$ cat config.mk
export PLATFORM = sky130hd
export DESIGN_NAME = tw_host
export DESIGN_NICKNAME = d
export VERILOG_FILES = /design/src/rtl/tw_fix_note.sv /design/src/rtl/tw_pkg.sv /design/src/rtl/tw_page_mem.sv /design/src/rtl/tw_host.sv
export SDC_FILE = /design/constraint.sdc
export NUM_CORES = 1
export LEC_CHECK = 0
export ABC_CLOCK_PERIOD_IN_PS = 6160
export BUFFER_PORTS_ARGS = -buffer_cell sky130_fd_sc_hd__buf_2
export CELL_PAD_IN_SITES_DETAIL_PLACEMENT = 0
export CELL_PAD_IN_SITES_GLOBAL_PLACEMENT = 2
export CORE_ASPECT_RATIO = 1.75
export CORE_MARGIN = 8
export CORE_UTILIZATION = 46
export DETAILED_ROUTE_END_ITERATION = 10
export PLACE_DENSITY_LB_ADDON = 0.1
export SLEW_MARGIN = 25
export SYNTH_ARGS = -nofsm -noshare
export SYNTH_HDL_FRONTEND = slang
export SYNTH_HIERARCHICAL = 1
export SYNTH_SLANG_ARGS = --single-unit
$ cat constraint.sdc
create_clock -name I_CLOCK -period 6.16 [get_ports I_CLOCK]
set_clock_uncertainty 0.15 [all_clocks]
set_input_delay 0.616 -clock I_CLOCK [delete_from_list [all_inputs] [get_ports I_CLOCK]]
set_output_delay 0.616 -clock I_CLOCK [all_outputs]
set_load 0.05 [all_outputs]
$ cat src/rtl/tw_fix_note.sv
// Spare design unit: no logic lives here

$ cat src/rtl/tw_pkg.sv
// Shared constants and types for the two-wire EEPROM host controller
package tw_pkg;

   // ------------------------------------------------------------------
   // Clock and link timing
   // ------------------------------------------------------------------
   localparam int CLK_PERIOD_NS = 40;       // System clock period
   localparam int SCL_PERIOD_NS = 2500;     // Fastest legal bus rate
   // Quarter of a bus bit, rounded up so the bus never runs too fast
   localparam int QTR_CYC =
      (SCL_PERIOD_NS + 4 * CLK_PERIOD_NS - 1) / (4 * CLK_PERIOD_NS);
   localparam logic [4:0] QTR_LAST = 5'(QTR_CYC - 1);
   localparam int WR_CYCLE_US = 5000;       // Longest programming cycle
   localparam int WR_TIMEOUT_CYC = WR_CYCLE_US * 1000 / CLK_PERIOD_NS;
   localparam logic [3:0] RECOV_PULSES = 4'h9;  // Bus recovery clocks

   // ------------------------------------------------------------------
   // Slave addressing
   // ------------------------------------------------------------------
   localparam logic [3:0] TYPE_CODE = 4'ha;     // Fixed 1010 pattern
   localparam logic       RW_READ   = 1'b1;
   localparam logic       RW_WRITE  = 1'b0;
   localparam logic [3:0] BIT_ACK   = 4'h8;     // Ninth bit of a byte
   localparam logic [3:0] BIT_LAST  = 4'h7;     // Last data bit

   // ------------------------------------------------------------------
   // Transaction steps (what the current bus action belongs to)
   // ------------------------------------------------------------------
   localparam logic [2:0] J_CTRLW = 3'h0;   // Address byte, write
   localparam logic [2:0] J_ADDR  = 3'h1;   // Byte address
   localparam logic [2:0] J_DATA  = 3'h2;   // Write data bytes
   localparam logic [2:0] J_WSTOP = 3'h3;   // Stop that starts programming
   localparam logic [2:0] J_POLL  = 3'h4;   // Acknowledge polling
   localparam logic [2:0] J_CTRLR = 3'h5;   // Address byte, read
   localparam logic [2:0] J_END   = 3'h6;   // Final stop of a command
   localparam logic [2:0] J_RECOV = 3'h7;   // Bus recovery

   typedef enum logic [5:0] {
      ST_IDLE  = 6'b000001,
      ST_RECOV = 6'b000010,
      ST_START = 6'b000100,
      ST_TX    = 6'b001000,
      ST_RX    = 6'b010000,
      ST_STOP  = 6'b100000
   } tw_state_e;

   typedef struct packed {
      tw_state_e   state;
      logic [2:0]  job;
      logic [1:0]  phase;
      logic [4:0]  qtr;
      logic [3:0]  bitn;
      logic [7:0]  shift;
      logic [4:0]  cnt;
      logic [3:0]  len;
      logic [10:0] addr;
      logic        rd;
      logic        random;
      logic        nack;
      logic        err;
      logic [3:0]  recov_n;
      logic [16:0] to_cnt;
      logic        sda_s1;
      logic        sda_s2;
      logic        scl;
      logic        sda_oe;
      logic [7:0]  rd_data;
      logic        rd_valid;
      logic        done;
      logic        done_err;
      logic        cmd_ready;
   } tw_st_s;

   // Address byte: type code, block select, direction
   function automatic logic [7:0] ctrl_byte(input logic [2:0] blk,
                                            input logic       rw);
      ctrl_byte = {TYPE_CODE, blk, rw};
   endfunction : ctrl_byte

endpackage : tw_pkg

$ cat src/rtl/tw_page_mem.sv
// Sixteen-byte page buffer with registered read data
`timescale 1ns/10ps
module tw_page_mem
   import tw_pkg::*;
(
   input  wire logic       i_clk,     // System clock
   input  wire logic       i_we,      // Write strobe
   input  wire logic [3:0] i_waddr,   // Write index
   input  wire logic [7:0] i_wdata,   // Write byte
   input  wire logic [3:0] i_raddr,   // Read index
   output logic      [7:0] o_rdata    // Read byte, one cycle late
);

   logic [7:0] mem [16];

   // ------------------------------------------------------------------
   // Storage
   // ------------------------------------------------------------------
   // No reset: contents are defined by the user before a page write
   always_ff @(posedge i_clk)
   begin
      if (i_we)
      begin
         mem[i_waddr] <= i_wdata;
      end
      o_rdata <= mem[i_raddr];
   end

endmodule : tw_page_mem

$ cat src/rtl/tw_host.sv
// Two-wire bus master that writes and reads a 2048-byte serial EEPROM
//
// Notes on behaviour
// [RULE_01] Every command opens with SDA falling while SCL is high.
// [RULE_02] Every command closes with SDA rising while SCL is high.
// [RULE_03] SDA changes only while SCL low; one SCL pulse per bit.
// [RULE_04] Receiver pulls SDA low on the ninth clock of each byte.
// [RULE_05] After reset, clock SCL up to nine times, then Start.
// [RULE_06] Address byte opens with the fixed 1010 type pattern.
// [RULE_07] Next three address bits pick one of eight 256-byte blocks.
// [RULE_08] Last address bit: one reads, zero writes.
// [RULE_09] Device acknowledges a matching address byte, then acts.
// [RULE_10] Byte write: Start, address, byte address, data, Stop.
// [RULE_11] Device ignores all requests while programming.
// [RULE_12] Page write carries up to sixteen data bytes.
// [RULE_13] Device steps only the low four address bits on writes.
// [RULE_14] Over sixteen bytes wrap inside the page and overwrite.
// [RULE_15] Device programs the whole page after Stop, inputs off.
// [RULE_16] Poll with Start plus write address until acknowledged.
// [RULE_17] Current read returns byte at last address plus one.
// [RULE_18] Single read ends with no acknowledge, then Stop.
// [RULE_19] Random read: dummy write, repeated Start, read address.
// [RULE_20] Sequential read: acknowledge for more, last unacknowledged.
// [RULE_21] Device read counter wraps from top address to zero.
// [RULE_22] Device goes to standby after idle, reads, or programming.
// [RULE_23] Device blocks all writes while write protect is high.
// [RULE_24] Internal programming finishes within five milliseconds.
// [RULE_25] Array holds 2048 bytes on an eleven-bit address.
// [RULE_26] Memory address is block select bits over byte address.
// [RULE_27] Protected writes still handshake but never program.
`timescale 1ns/10ps
module tw_host
   import tw_pkg::*;
#(
   parameter int P_WR_TIMEOUT_CYC = WR_TIMEOUT_CYC  // Polling time limit
)
(
   input  wire logic        I_CLOCK,        // 25 MHz system clock
   input  wire logic        I_SYS_RST,      // Synchronous reset, high
   input  wire logic        I_CMD_VALID,    // Command request
   input  wire logic        I_CMD_READ,     // 1 read, 0 write
   input  wire logic        I_CMD_RANDOM,   // Read: set address first
   input  wire logic [10:0] I_CMD_ADDR,     // Memory address
   input  wire logic [3:0]  I_CMD_LEN,      // Byte count minus one
   input  wire logic        I_LOAD_VALID,   // Page buffer write strobe
   input  wire logic [3:0]  I_LOAD_INDEX,   // Page buffer index
   input  wire logic [7:0]  I_LOAD_DATA,    // Page buffer byte
   input  wire logic        I_SDA,          // SDA wire level
   output logic             O_SDA_OUT,      // SDA drive value, always 0
   output logic             O_SDA_OE,       // SDA pulled low when high
   output logic             O_SCL,          // Bus clock
   output logic             O_CMD_READY,    // Idle, command accepted
   output logic [7:0]       O_RD_DATA,      // Byte read from memory
   output logic             O_RD_VALID,     // Read byte strobe
   output logic             O_DONE,         // Command finished strobe
   output logic             O_ERROR         // Failure flag with done
);

   tw_st_s     st;
   tw_st_s     next_st;
   logic [7:0] mem_rdata;
   logic       tick;
   logic       last_rd;
   logic       last_wr;

   // ------------------------------------------------------------------
   // Page buffer
   // ------------------------------------------------------------------
   // Index is the data byte about to go out; it is stable for many
   // cycles before use, which covers the registered read latency
   tw_page_mem u_page_mem
   (
      .i_clk   (I_CLOCK),
      .i_we    (I_LOAD_VALID),
      .i_waddr (I_LOAD_INDEX),
      .i_wdata (I_LOAD_DATA),
      .i_raddr (st.cnt[3:0]),
      .o_rdata (mem_rdata)
   );

   // Quarter-bit enable and end-of-transfer decodes
   assign tick    = (st.qtr == QTR_LAST);
   assign last_rd = (st.cnt == {1'b0, st.len});
   assign last_wr = (st.cnt == 5'({1'b0, st.len} + 5'h1));

   // ------------------------------------------------------------------
   // Next-state logic
   // ------------------------------------------------------------------
   always_comb
   begin
      next_st          = st;
      next_st.sda_s1   = I_SDA;
      next_st.sda_s2   = st.sda_s1;
      next_st.rd_valid = 1'b0;
      next_st.done     = 1'b0;
      next_st.qtr      = tick ? 5'h0 : 5'(st.qtr + 5'h1);
      // Programming-time guard runs only while polling
      if (st.job == J_POLL && st.to_cnt != 17'h1ffff)
      begin
         next_st.to_cnt = 17'(st.to_cnt + 17'h1);
      end
      if (tick && st.state != ST_IDLE)
      begin
         next_st.phase = 2'(st.phase + 2'h1);
      end
      case (st.state)
         ST_IDLE:
         begin
            next_st.phase = 2'h0;
            if (I_CMD_VALID)
            begin
               next_st.rd      = I_CMD_READ;
               next_st.random  = I_CMD_RANDOM;
               next_st.addr    = I_CMD_ADDR;
               next_st.len     = I_CMD_LEN;
               next_st.cnt     = 5'h0;
               next_st.err     = 1'b0;
               next_st.to_cnt  = 17'h0;
               // Current-address read skips the byte address
               next_st.job     = (I_CMD_READ && !I_CMD_RANDOM) ?
                                 J_CTRLR : J_CTRLW;
               next_st.state   = ST_START;
               next_st.cmd_ready = 1'b0;
            end
         end
         // Free a slave stuck mid-byte: pulse SCL until SDA reads high, at most nine times
         ST_RECOV:
         begin
            if (tick)
            begin
               case (st.phase)
                  2'h0: next_st.sda_oe = 1'b0;
                  2'h1: next_st.scl = 1'b1;                   // [RULE_05]
                  2'h2:
                  begin
                     if (st.sda_s2 || st.recov_n == RECOV_PULSES)
                     begin
                        next_st.job   = J_RECOV;              // [RULE_05]
                        next_st.state = ST_START;
                        next_st.phase = 2'h0;
                     end
                  end
                  default:
                  begin
                     next_st.scl     = 1'b0;
                     next_st.recov_n = 4'(st.recov_n + 4'h1);
                  end
               endcase
            end
         end
         // Start or repeated Start: SDA falls in the SCL high time
         ST_START:
         begin
            if (tick)
            begin
               case (st.phase)
                  2'h0: next_st.sda_oe = 1'b0;
                  2'h1: next_st.scl = 1'b1;
                  2'h2: next_st.sda_oe = 1'b1;                // [RULE_01]
                  default:
                  begin
                     next_st.scl  = 1'b0;
                     next_st.bitn = 4'h0;
                     next_st.nack = 1'b0;
                     if (st.job == J_RECOV)
                     begin
                        next_st.state = ST_STOP;
                     end
                     else
                     begin
                        // [RULE_06] [RULE_07] [RULE_08] [RULE_26]
                        next_st.shift = ctrl_byte(st.addr[10:8],
                           (st.job == J_CTRLR) ? RW_READ : RW_WRITE);
                        next_st.state = ST_TX;
                     end
                  end
               endcase
            end
         end
         // Send eight bits, then release SDA for the slave's answer
         ST_TX:
         begin
            if (tick)
            begin
               case (st.phase)
                  2'h0: next_st.sda_oe = (st.bitn != BIT_ACK) ?
                                         ~st.shift[7] : 1'b0; // [RULE_03]
                  2'h1: next_st.scl = 1'b1;                   // [RULE_03]
                  2'h2:
                  begin
                     if (st.bitn == BIT_ACK)
                     begin
                        next_st.nack = st.sda_s2;             // [RULE_04]
                     end
                  end
                  default:
                  begin
                     next_st.scl  = 1'b0;
                     next_st.bitn = 4'(st.bitn + 4'h1);
                     next_st.shift = {st.shift[6:0], 1'b0};
                     if (st.bitn == BIT_ACK)
                     begin
                        next_st.bitn = 4'h0;
                        if (st.nack)
                        begin
                           // Busy device stays silent while it programs
                           next_st.err   = (st.job != J_POLL); // [RULE_11]
                           next_st.job   = (st.job == J_POLL) ?
                                           J_POLL : J_END;    // [RULE_16]
                           next_st.state = ST_STOP;
                        end
                        else
                        begin
                           case (st.job)
                              J_CTRLW:
                              begin
                                 next_st.shift = st.addr[7:0]; // [RULE_10]
                                 next_st.job   = J_ADDR;
                              end
                              J_ADDR:
                              begin
                                 if (st.rd)
                                 begin
                                    next_st.job   = J_CTRLR;  // [RULE_19]
                                    next_st.state = ST_START;
                                 end
                                 else
                                 begin
                                    next_st.shift = mem_rdata;
                                    next_st.cnt   = 5'(st.cnt + 5'h1);
                                    next_st.job   = J_DATA;
                                 end
                              end
                              J_DATA:
                              begin
                                 // At most sixteen bytes so the page
                                 // never wraps onto itself
                                 if (last_wr)
                                 begin
                                    next_st.job   = J_WSTOP;  // [RULE_12]
                                    next_st.state = ST_STOP;
                                 end
                                 else
                                 begin
                                    next_st.shift = mem_rdata;
                                    next_st.cnt   = 5'(st.cnt + 5'h1);
                                 end
                              end
                              J_CTRLR:
                              begin
                                 next_st.cnt   = 5'h0;        // [RULE_09]
                                 next_st.job   = J_END;
                                 next_st.state = ST_RX;
                              end
                              default:
                              begin
                                 next_st.job   = J_END;       // [RULE_16]
                                 next_st.state = ST_STOP;
                              end
                           endcase
                        end
                     end
                  end
               endcase
            end
         end
         // Receive eight bits, then acknowledge all but the last byte
         ST_RX:
         begin
            if (tick)
            begin
               case (st.phase)
                  2'h0: next_st.sda_oe = (st.bitn == BIT_ACK) ?
                                         ~last_rd : 1'b0;     // [RULE_20]
                  2'h1: next_st.scl = 1'b1;
                  2'h2:
                  begin
                     if (st.bitn != BIT_ACK)
                     begin
                        next_st.shift = {st.shift[6:0], st.sda_s2};
                     end
                  end
                  default:
                  begin
                     next_st.scl  = 1'b0;
                     next_st.bitn = 4'(st.bitn + 4'h1);
                     if (st.bitn == BIT_LAST)
                     begin
                        next_st.rd_data  = st.shift;
                        next_st.rd_valid = 1'b1;
                     end
                     if (st.bitn == BIT_ACK)
                     begin
                        next_st.bitn = 4'h0;
                        next_st.cnt  = 5'(st.cnt + 5'h1);
                        if (last_rd)
                        begin
                           next_st.job   = J_END;             // [RULE_18]
                           next_st.state = ST_STOP;
                        end
                     end
                  end
               endcase
            end
         end
         // Stop: SDA rises in the SCL high time
         ST_STOP:
         begin
            if (tick)
            begin
               case (st.phase)
                  2'h0: next_st.sda_oe = 1'b1;
                  2'h1: next_st.scl = 1'b1;
                  2'h2: next_st.sda_oe = 1'b0;                // [RULE_02]
                  default:
                  begin
                     case (st.job)
                        J_WSTOP:
                        begin
                           // Programming has begun; poll right away
                           next_st.job    = J_POLL;           // [RULE_16]
                           next_st.to_cnt = 17'h0;
                           next_st.state  = ST_START;
                        end
                        J_POLL:
                        begin
                           if (st.to_cnt >= 17'(P_WR_TIMEOUT_CYC))
                           begin
                              next_st.err   = 1'b1;           // [RULE_24]
                              next_st.job   = J_END;
                              next_st.done  = 1'b1;
                              next_st.state = ST_IDLE;
                              next_st.cmd_ready = 1'b1;
                           end
                           else
                           begin
                              next_st.state = ST_START;       // [RULE_16]
                           end
                        end
                        J_RECOV:
                        begin
                           next_st.job   = J_END;
                           next_st.state = ST_IDLE;
                           next_st.cmd_ready = 1'b1;
                        end
                        default:
                        begin
                           next_st.done  = 1'b1;              // [RULE_02]
                           next_st.state = ST_IDLE;
                           next_st.cmd_ready = 1'b1;
                        end
                     endcase
                     next_st.done_err = next_st.err;
                  end
               endcase
            end
         end
         default:
         begin
            next_st.state = ST_RECOV;
         end
      endcase
   end

   // ------------------------------------------------------------------
   // State register
   // ------------------------------------------------------------------
   // Reset leaves the bus idle-high and runs recovery before any command
   always_ff @(posedge I_CLOCK)
   begin
      if (I_SYS_RST)
      begin
         st           <= '0;
         st.state     <= ST_RECOV;
         st.job       <= J_RECOV;
         st.scl       <= 1'b1;
         st.sda_s1    <= 1'b1;
         st.sda_s2    <= 1'b1;
      end
      else
      begin
         st <= next_st;
      end
   end

   // ------------------------------------------------------------------
   // Outputs
   // ------------------------------------------------------------------
   assign O_SDA_OUT   = 1'b0;   // Open drain: only ever pulls low
   assign O_SDA_OE    = st.sda_oe;
   assign O_SCL       = st.scl;
   assign O_CMD_READY = st.cmd_ready;
   assign O_RD_DATA   = st.rd_data;
   assign O_RD_VALID  = st.rd_valid;
   assign O_DONE      = st.done;
   assign O_ERROR     = st.done_err;

endmodule : tw_host

# Yosys cells after proc, flatten, opt, wreduce, memory -nomap -nowiden
# Memory sizes are Yosys's and may differ from the RTL's. A register that Yosys moved wholly into a read port is not among the register bits.
# Index checks and enable logic that the tools add are counted.
[op_classes]
n_bitwise = 6
n_addsub = 7
n_reduce_logical = 34
magnitude_cmp = 1
n_mux = 101
n_eq_ne = 60
shifts = 0
multipliers = 0
n_div = 0
[ops]
columns = ["cell", "count"]
rows = [
  ["17-bit 2-to-1 mux", 9],
  ["9-bit 2-to-1 mux", 14],
  ["11-bit 2-to-1 mux", 4],
  ["13-bit 2-to-1 mux", 3],
  ["2-bit != test, second input constant", 19],
  ["12-bit case mux with 3 select lines", 1],
  ["6-bit case mux with 6 select lines", 1],
  ["17-bit case mux with 2 select lines", 1],
  ["5-bit case mux with 3 select lines", 2],
  ["1-bit 2-to-1 mux", 25],
  ["12-bit 2-to-1 mux", 2],
  ["6-bit 2-to-1 mux", 4],
  ["8-bit 2-to-1 mux", 3],
  ["6-bit case mux with 4 select lines", 1],
  ["8-bit case mux with 3 select lines", 1],
  ["22-bit 2-to-1 mux", 1],
  ["3-bit case mux with 3 select lines", 2],
  ["18-bit AND reduction", 1],
  ["17-bit by 1-bit adder with 17-bit output, second input constant", 1],
  ["17-bit greater-or-equal comparator, second input constant", 1],
  ["17-bit != test, second input constant", 1],
  ["17-bit AND reduction", 1],
  ["3-bit != test, second input constant", 5],
  ["3-bit case mux with 5 select lines", 1],
  ["other kinds (56)", 105],
]
[totals]
wordCells = 234
ramBits = 128
mem_count = 1
in_bits = 34
romBits = 0
output_inout_bits = 15
register_bits = 89
latch_bits = 0
[mem_list]
columns = ["name", "words", "width", "rd", "rd_clocked_by_memory_dff", "write_ports", "line_no", "source"]
rows = [
  ["u_page_mem.mem", 16, 8, 1, 1, 1, "tw_page_mem.sv:14", "logic [7:0] mem [16];"],
]

# Depth between registers and ports, before layout
[logic_depth]
depth_word = 9
mapped_depth = 11
ltp_nobuf = 10

# Hierarchy
# The synthesis kept the hierarchy.
[by_module_without_submodules]
columns = ["module", "seq_area_each_um2", "area_per_inst_um2", "instances", "cells_each"]
rows = [
  ["tw_page_mem", 4003.8, 5147.4, 1, 229],
  ["tw_host", 1761.7, 4842.1, 1, 606],
]

# Least setup slack after synthesis
# OpenSTA, ideal clock, no wires.
[synth_path]
kind = "reg-to-reg"
from = "reg st[16] (netlist bit)"
to = "reg st[29] (netlist bit)"
setup_ps = 117
n_path_buf = 1
period_less_slack_ps = 2568
required_ps = 5893
arrival_time_ps = 2301
path_slack_ps = 3592
stages_incl_launch_ff = 12
cell_sequence = "dfxtp_1 ha_1 nand3_1 nor4_1 ha_1 or4b_1 clkbuf_1 or4_1 nor2_1 nand4_1 xor2_1 nor2_1"
[synth_between]
elab_chain_cells = 7
elab_cells_between_ends = 9
classes_between = "add/sub: 1; eq/ne: 1; mux: 6; reduce/logical: 1"
[synth_rtl]
columns = ["element", "line_no", "source"]
rows = [
  ["start, declared", "tw_host.sv:59", "tw_st_s st;"],
  ["start signal, assigned", "tw_host.sv:382", "st <= next_st;"],
  ["parallel branches: the longest is 2 deep, another holds 17-bit by 1-bit adder with 17-bit output", "n/a", ""],
  ["17-bit 2-to-1 mux (*)", "tw_host.sv:98", "if (st.job == J_POLL && st.to_cnt != 17'h1ffff)"],
  ["17-bit 2-to-1 mux", "tw_host.sv:317", "case (st.job)"],
  ["17-bit 2-to-1 mux", "tw_host.sv:311", "case (st.phase)"],
  ["17-bit 2-to-1 mux", "tw_host.sv:309", "if (tick)"],
  ["17-bit case mux with 2 select lines (*)", "tw_host.sv:106", "case (st.state)"],
]
# Every way passes the cells marked *.
# A chain may end at the register's enable or synchronous reset.

# Final worst setup path
[layout_path]
from = "reg st[73] (netlist bit)"
to = "reg st[85] (netlist bit)"
[layout_between]
elab_chain_cells = 3
elab_cells_between_ends = 7
classes_between = "eq/ne: 6; reduce/logical: 1"
[layout_rtl]
columns = ["element", "line_no", "source"]
rows = [
  ["5-bit by 4-bit equality test with 1-bit output (*)", "tw_host.sv:82", "assign tick = (st.qtr == QTR_LAST);"],
  ["2-bit != test (no line)", "n/a", ""],
  ["18-bit AND reduction (no line) (*)", "n/a", ""],
]
# Every way passes the cells marked *; elsewhere a longest branch is shown, timed or not.

==> flow_summary.toml <==
[status]
status = "finished, final reports clean"

[drt]
drc = 0
first_pass_iters = 5
wl_mm = 24.5
wl_per_cell_um = 20.9
drtIter0Drc = 340
routed_via_density = 5.76
vias = 6747
ant_nets = 0

[setup_path]
rr_endpoint = "st[85]"
crit_path_end_kind = "flop"
critPathRequiredTime_ps = 6390
crit_type = "reg -> reg"
reg2reg_from = "st[73]"
crit_fanout = 18
critPathLaunch = "st[73]"
start_kind = "flop"
reg2reg_slack_ps = 2840
rr_worst_depth = 9
crit_arrival_ps = 3540

[clock_network]
cts-root-buf = "clkbuf_16"
clkTransAtPathRegs_ps = 60
clock_path_buffers = 3
cts.sinks = 224
clk_latency_ps = 500
post_cts_resized = 0
htreeDepth = 1
cts_buffers = 22
cts_setup_buffers = 0
cts_tree = "built"
ctsHoldBuffers = 0

[timing]
relSlewSlack = 0.266
report.final.slew_viol_count = 0
tns_ps = 0
layout_min_cycle_time_ps = 3320
setup_viol = 0
hold_slack_ps = 159
fmax_mhz = 302
min_period_over_period = 0.538
rsz0062_at_grt = "no"
worst_slew_pin_slew_ps = 1090
finalHoldViolations = 0

[synth]
synth-edff-count = 128
syn-mean-instance-area_sq_um = 12.0
syn_inst = 835
yosysSeqAreaShare = 0.577
synth_area_leaders = "edfxtp_1 38%, dfxtp_1 19%, mux4_2 4.1%"
synth_most_common_cell = "edfxtp_1"
yosysTopAreaCell = "edfxtp_1"
yosysTopAreaCellShare = 0.385
synthFlopType = "edfxtp_1"
async_reset_ff_frac = 0
yosys_register_bits = 224
ys_types = 72
yosys_warnings = 6
yosys-top-cells-count = "128 x edfxtp_1, 96 x dfxtp_1, 84 x nor2_1"
netlist_area_sq_um = 9990
synthesis.nets = 884

[layout]
final_util = 0.520
final_layout_size_suffix_gt1_frac = 0.138
areaGrowthSynthToFinish_pct = 11.4
fin_nets = 913
diodes = 0

[placement]
hpwl_mm = 18.0
port_buffers = 47
gp_congestion = 0.892

[floorplanning]
design.die.area_sq_um = 26900
chipWidth_um = 127
die_y_um = 211
io_pins = 49
start_util = 0.467
num_rows = 71
core-area_sq_um = 21400

[global_routing]
grt_use_total = 0.183
first_global_vias = 6971
grt_pass1_wl_mm = 38.6
grt_overflow = 0
grt_max_degree = 58
antenna_found_initial = 0

[power_and_ir_drop]
power_density_nw_per_um2 = 295
p_leak_nw = 3.75
peakVddDrop_mv = 0.285

[min_path]
hold_depth = 2
hold_end = "next_st[14]"
hp-start = "I_SDA"
min_path_type = "in -> reg"

[run]
drv_cap = 0
[logic make-up after synthesis]
group / after synthesis / share of synthesized area
AOI/OAI and AO/OA: 149 / 0.0996
xor gates and xnor gates: 29 / 0.0254
adders and majority gates: 15 / 0.0188
buffers and inverters: 70 / 0.0371
DFF: 224 / 0.577
muxes: 47 / 0.0926
other: 1 / 0.000375
and+or+nand+nor: 300 / 0.149
[worst max path at each step]
stage / cells after the start / endpoint
finish: 9 / st[85]
global route: 9 / st[85]
CTS: 9 / st[85]
detailed placement: 9 / st[85]
global placement: 9 / st[85]
floorplan: 11 / st[29]
[layer usage]
layer	part of all wire	global-route usage	wire length, um	up-vias
met5	0	0	0	-
met4	0.037	0.0775	898	0
met3	0.032	0.0217	773	52
met2	0.57	0.366	14100	156
met1	0.36	0.183	8760	3342
li1	-	-	-	3197
[report_power, final]
group / total (W) / switching [W] / internal, W / leakage, nW
registers: 0.00166 / 0.0000497 / 0.00161 / 1.93
clock network: 0.00140 / 0.000542 / 0.000854 / 0.369
logic: 0.000227 / 0.000144 / 0.0000822 / 1.45
[through the flow]
stage               std cells  total power [W]  cell area [sq um]  setup WS (ps)
global route             1172          0.00341              11100           2560
floorplan                 835          0.00184               9990           3590
global placement         1132          0.00191              10400           3000
finish                   1172          0.00329              11100           2840
detailed placement       1132          0.00192              10400           2830
CTS                      1172          0.00332              11100           2800
[cells in the final DEF (no fill, tap or decap), types with 5 or more instances in the layout]
| cell | instances |
|---|---|
| edfxtp_1 | 128 |
| dfxtp_1 | 95 |
| nor2_1 | 84 |
| nand2_1 | 75 |
| a21oi_1 | 47 |
| buf_2 | 47 |
| nand3_1 | 26 |
| nor3_1 | 24 |
| clkbuf_16 | 23 |
| o21ai_0 | 21 |
| inv_1 | 20 |
| mux4_2 | 18 |
| a22oi_1 | 17 |
| xnor2_1 | 15 |
| ha_1 | 15 |
| xor2_1 | 14 |
| mux2i_1 | 14 |
| mux4_1 | 14 |
| nand4_1 | 13 |
| nand2b_1 | 10 |
| nand3b_1 | 10 |
| and3_1 | 9 |
| a31oi_1 | 9 |
| nor4_1 | 8 |
| or3_1 | 8 |
| buf_4 | 8 |
| nor3b_1 | 6 |
| a221oi_1 | 6 |
| nor2b_1 | 5 |
| a31o_2 | 5 |
| a211oi_1 | 5 |
[sequential cells by signal, indices dropped and copies added (netlist names)]
register	flops
O_CMD_READY	1
O_DONE	1
O_ERROR	1
O_RD_DATA	8
O_RD_VALID	1
O_SCL	1
O_SDA_OE	1
next_st	1
st	73
u_page_mem/mem	128
u_page_mem/o_rdata	8
[worst max-delay path, stage by stage, from the launching register on]
cell and delay [ps]:
dfxtp_1 360, ha_1 190, and3_1 180, ha_1 590, nand2_1 190, a21oi_1 180, o221ai_1 160, nor4b_2 620
nand2_1 230, mux2_2 330
[final cells by class]
class                   instances  area, sq um
fillers                      1894        10300
flip-flops and latches        224         5770
multi-input cells             541         3860
clock inverters                10          125
repair buffers                 55          295
well taps                     292          365
inverters                      20         75.1
clock buffers                  30          642
Power figures use the tool's default switching activity.
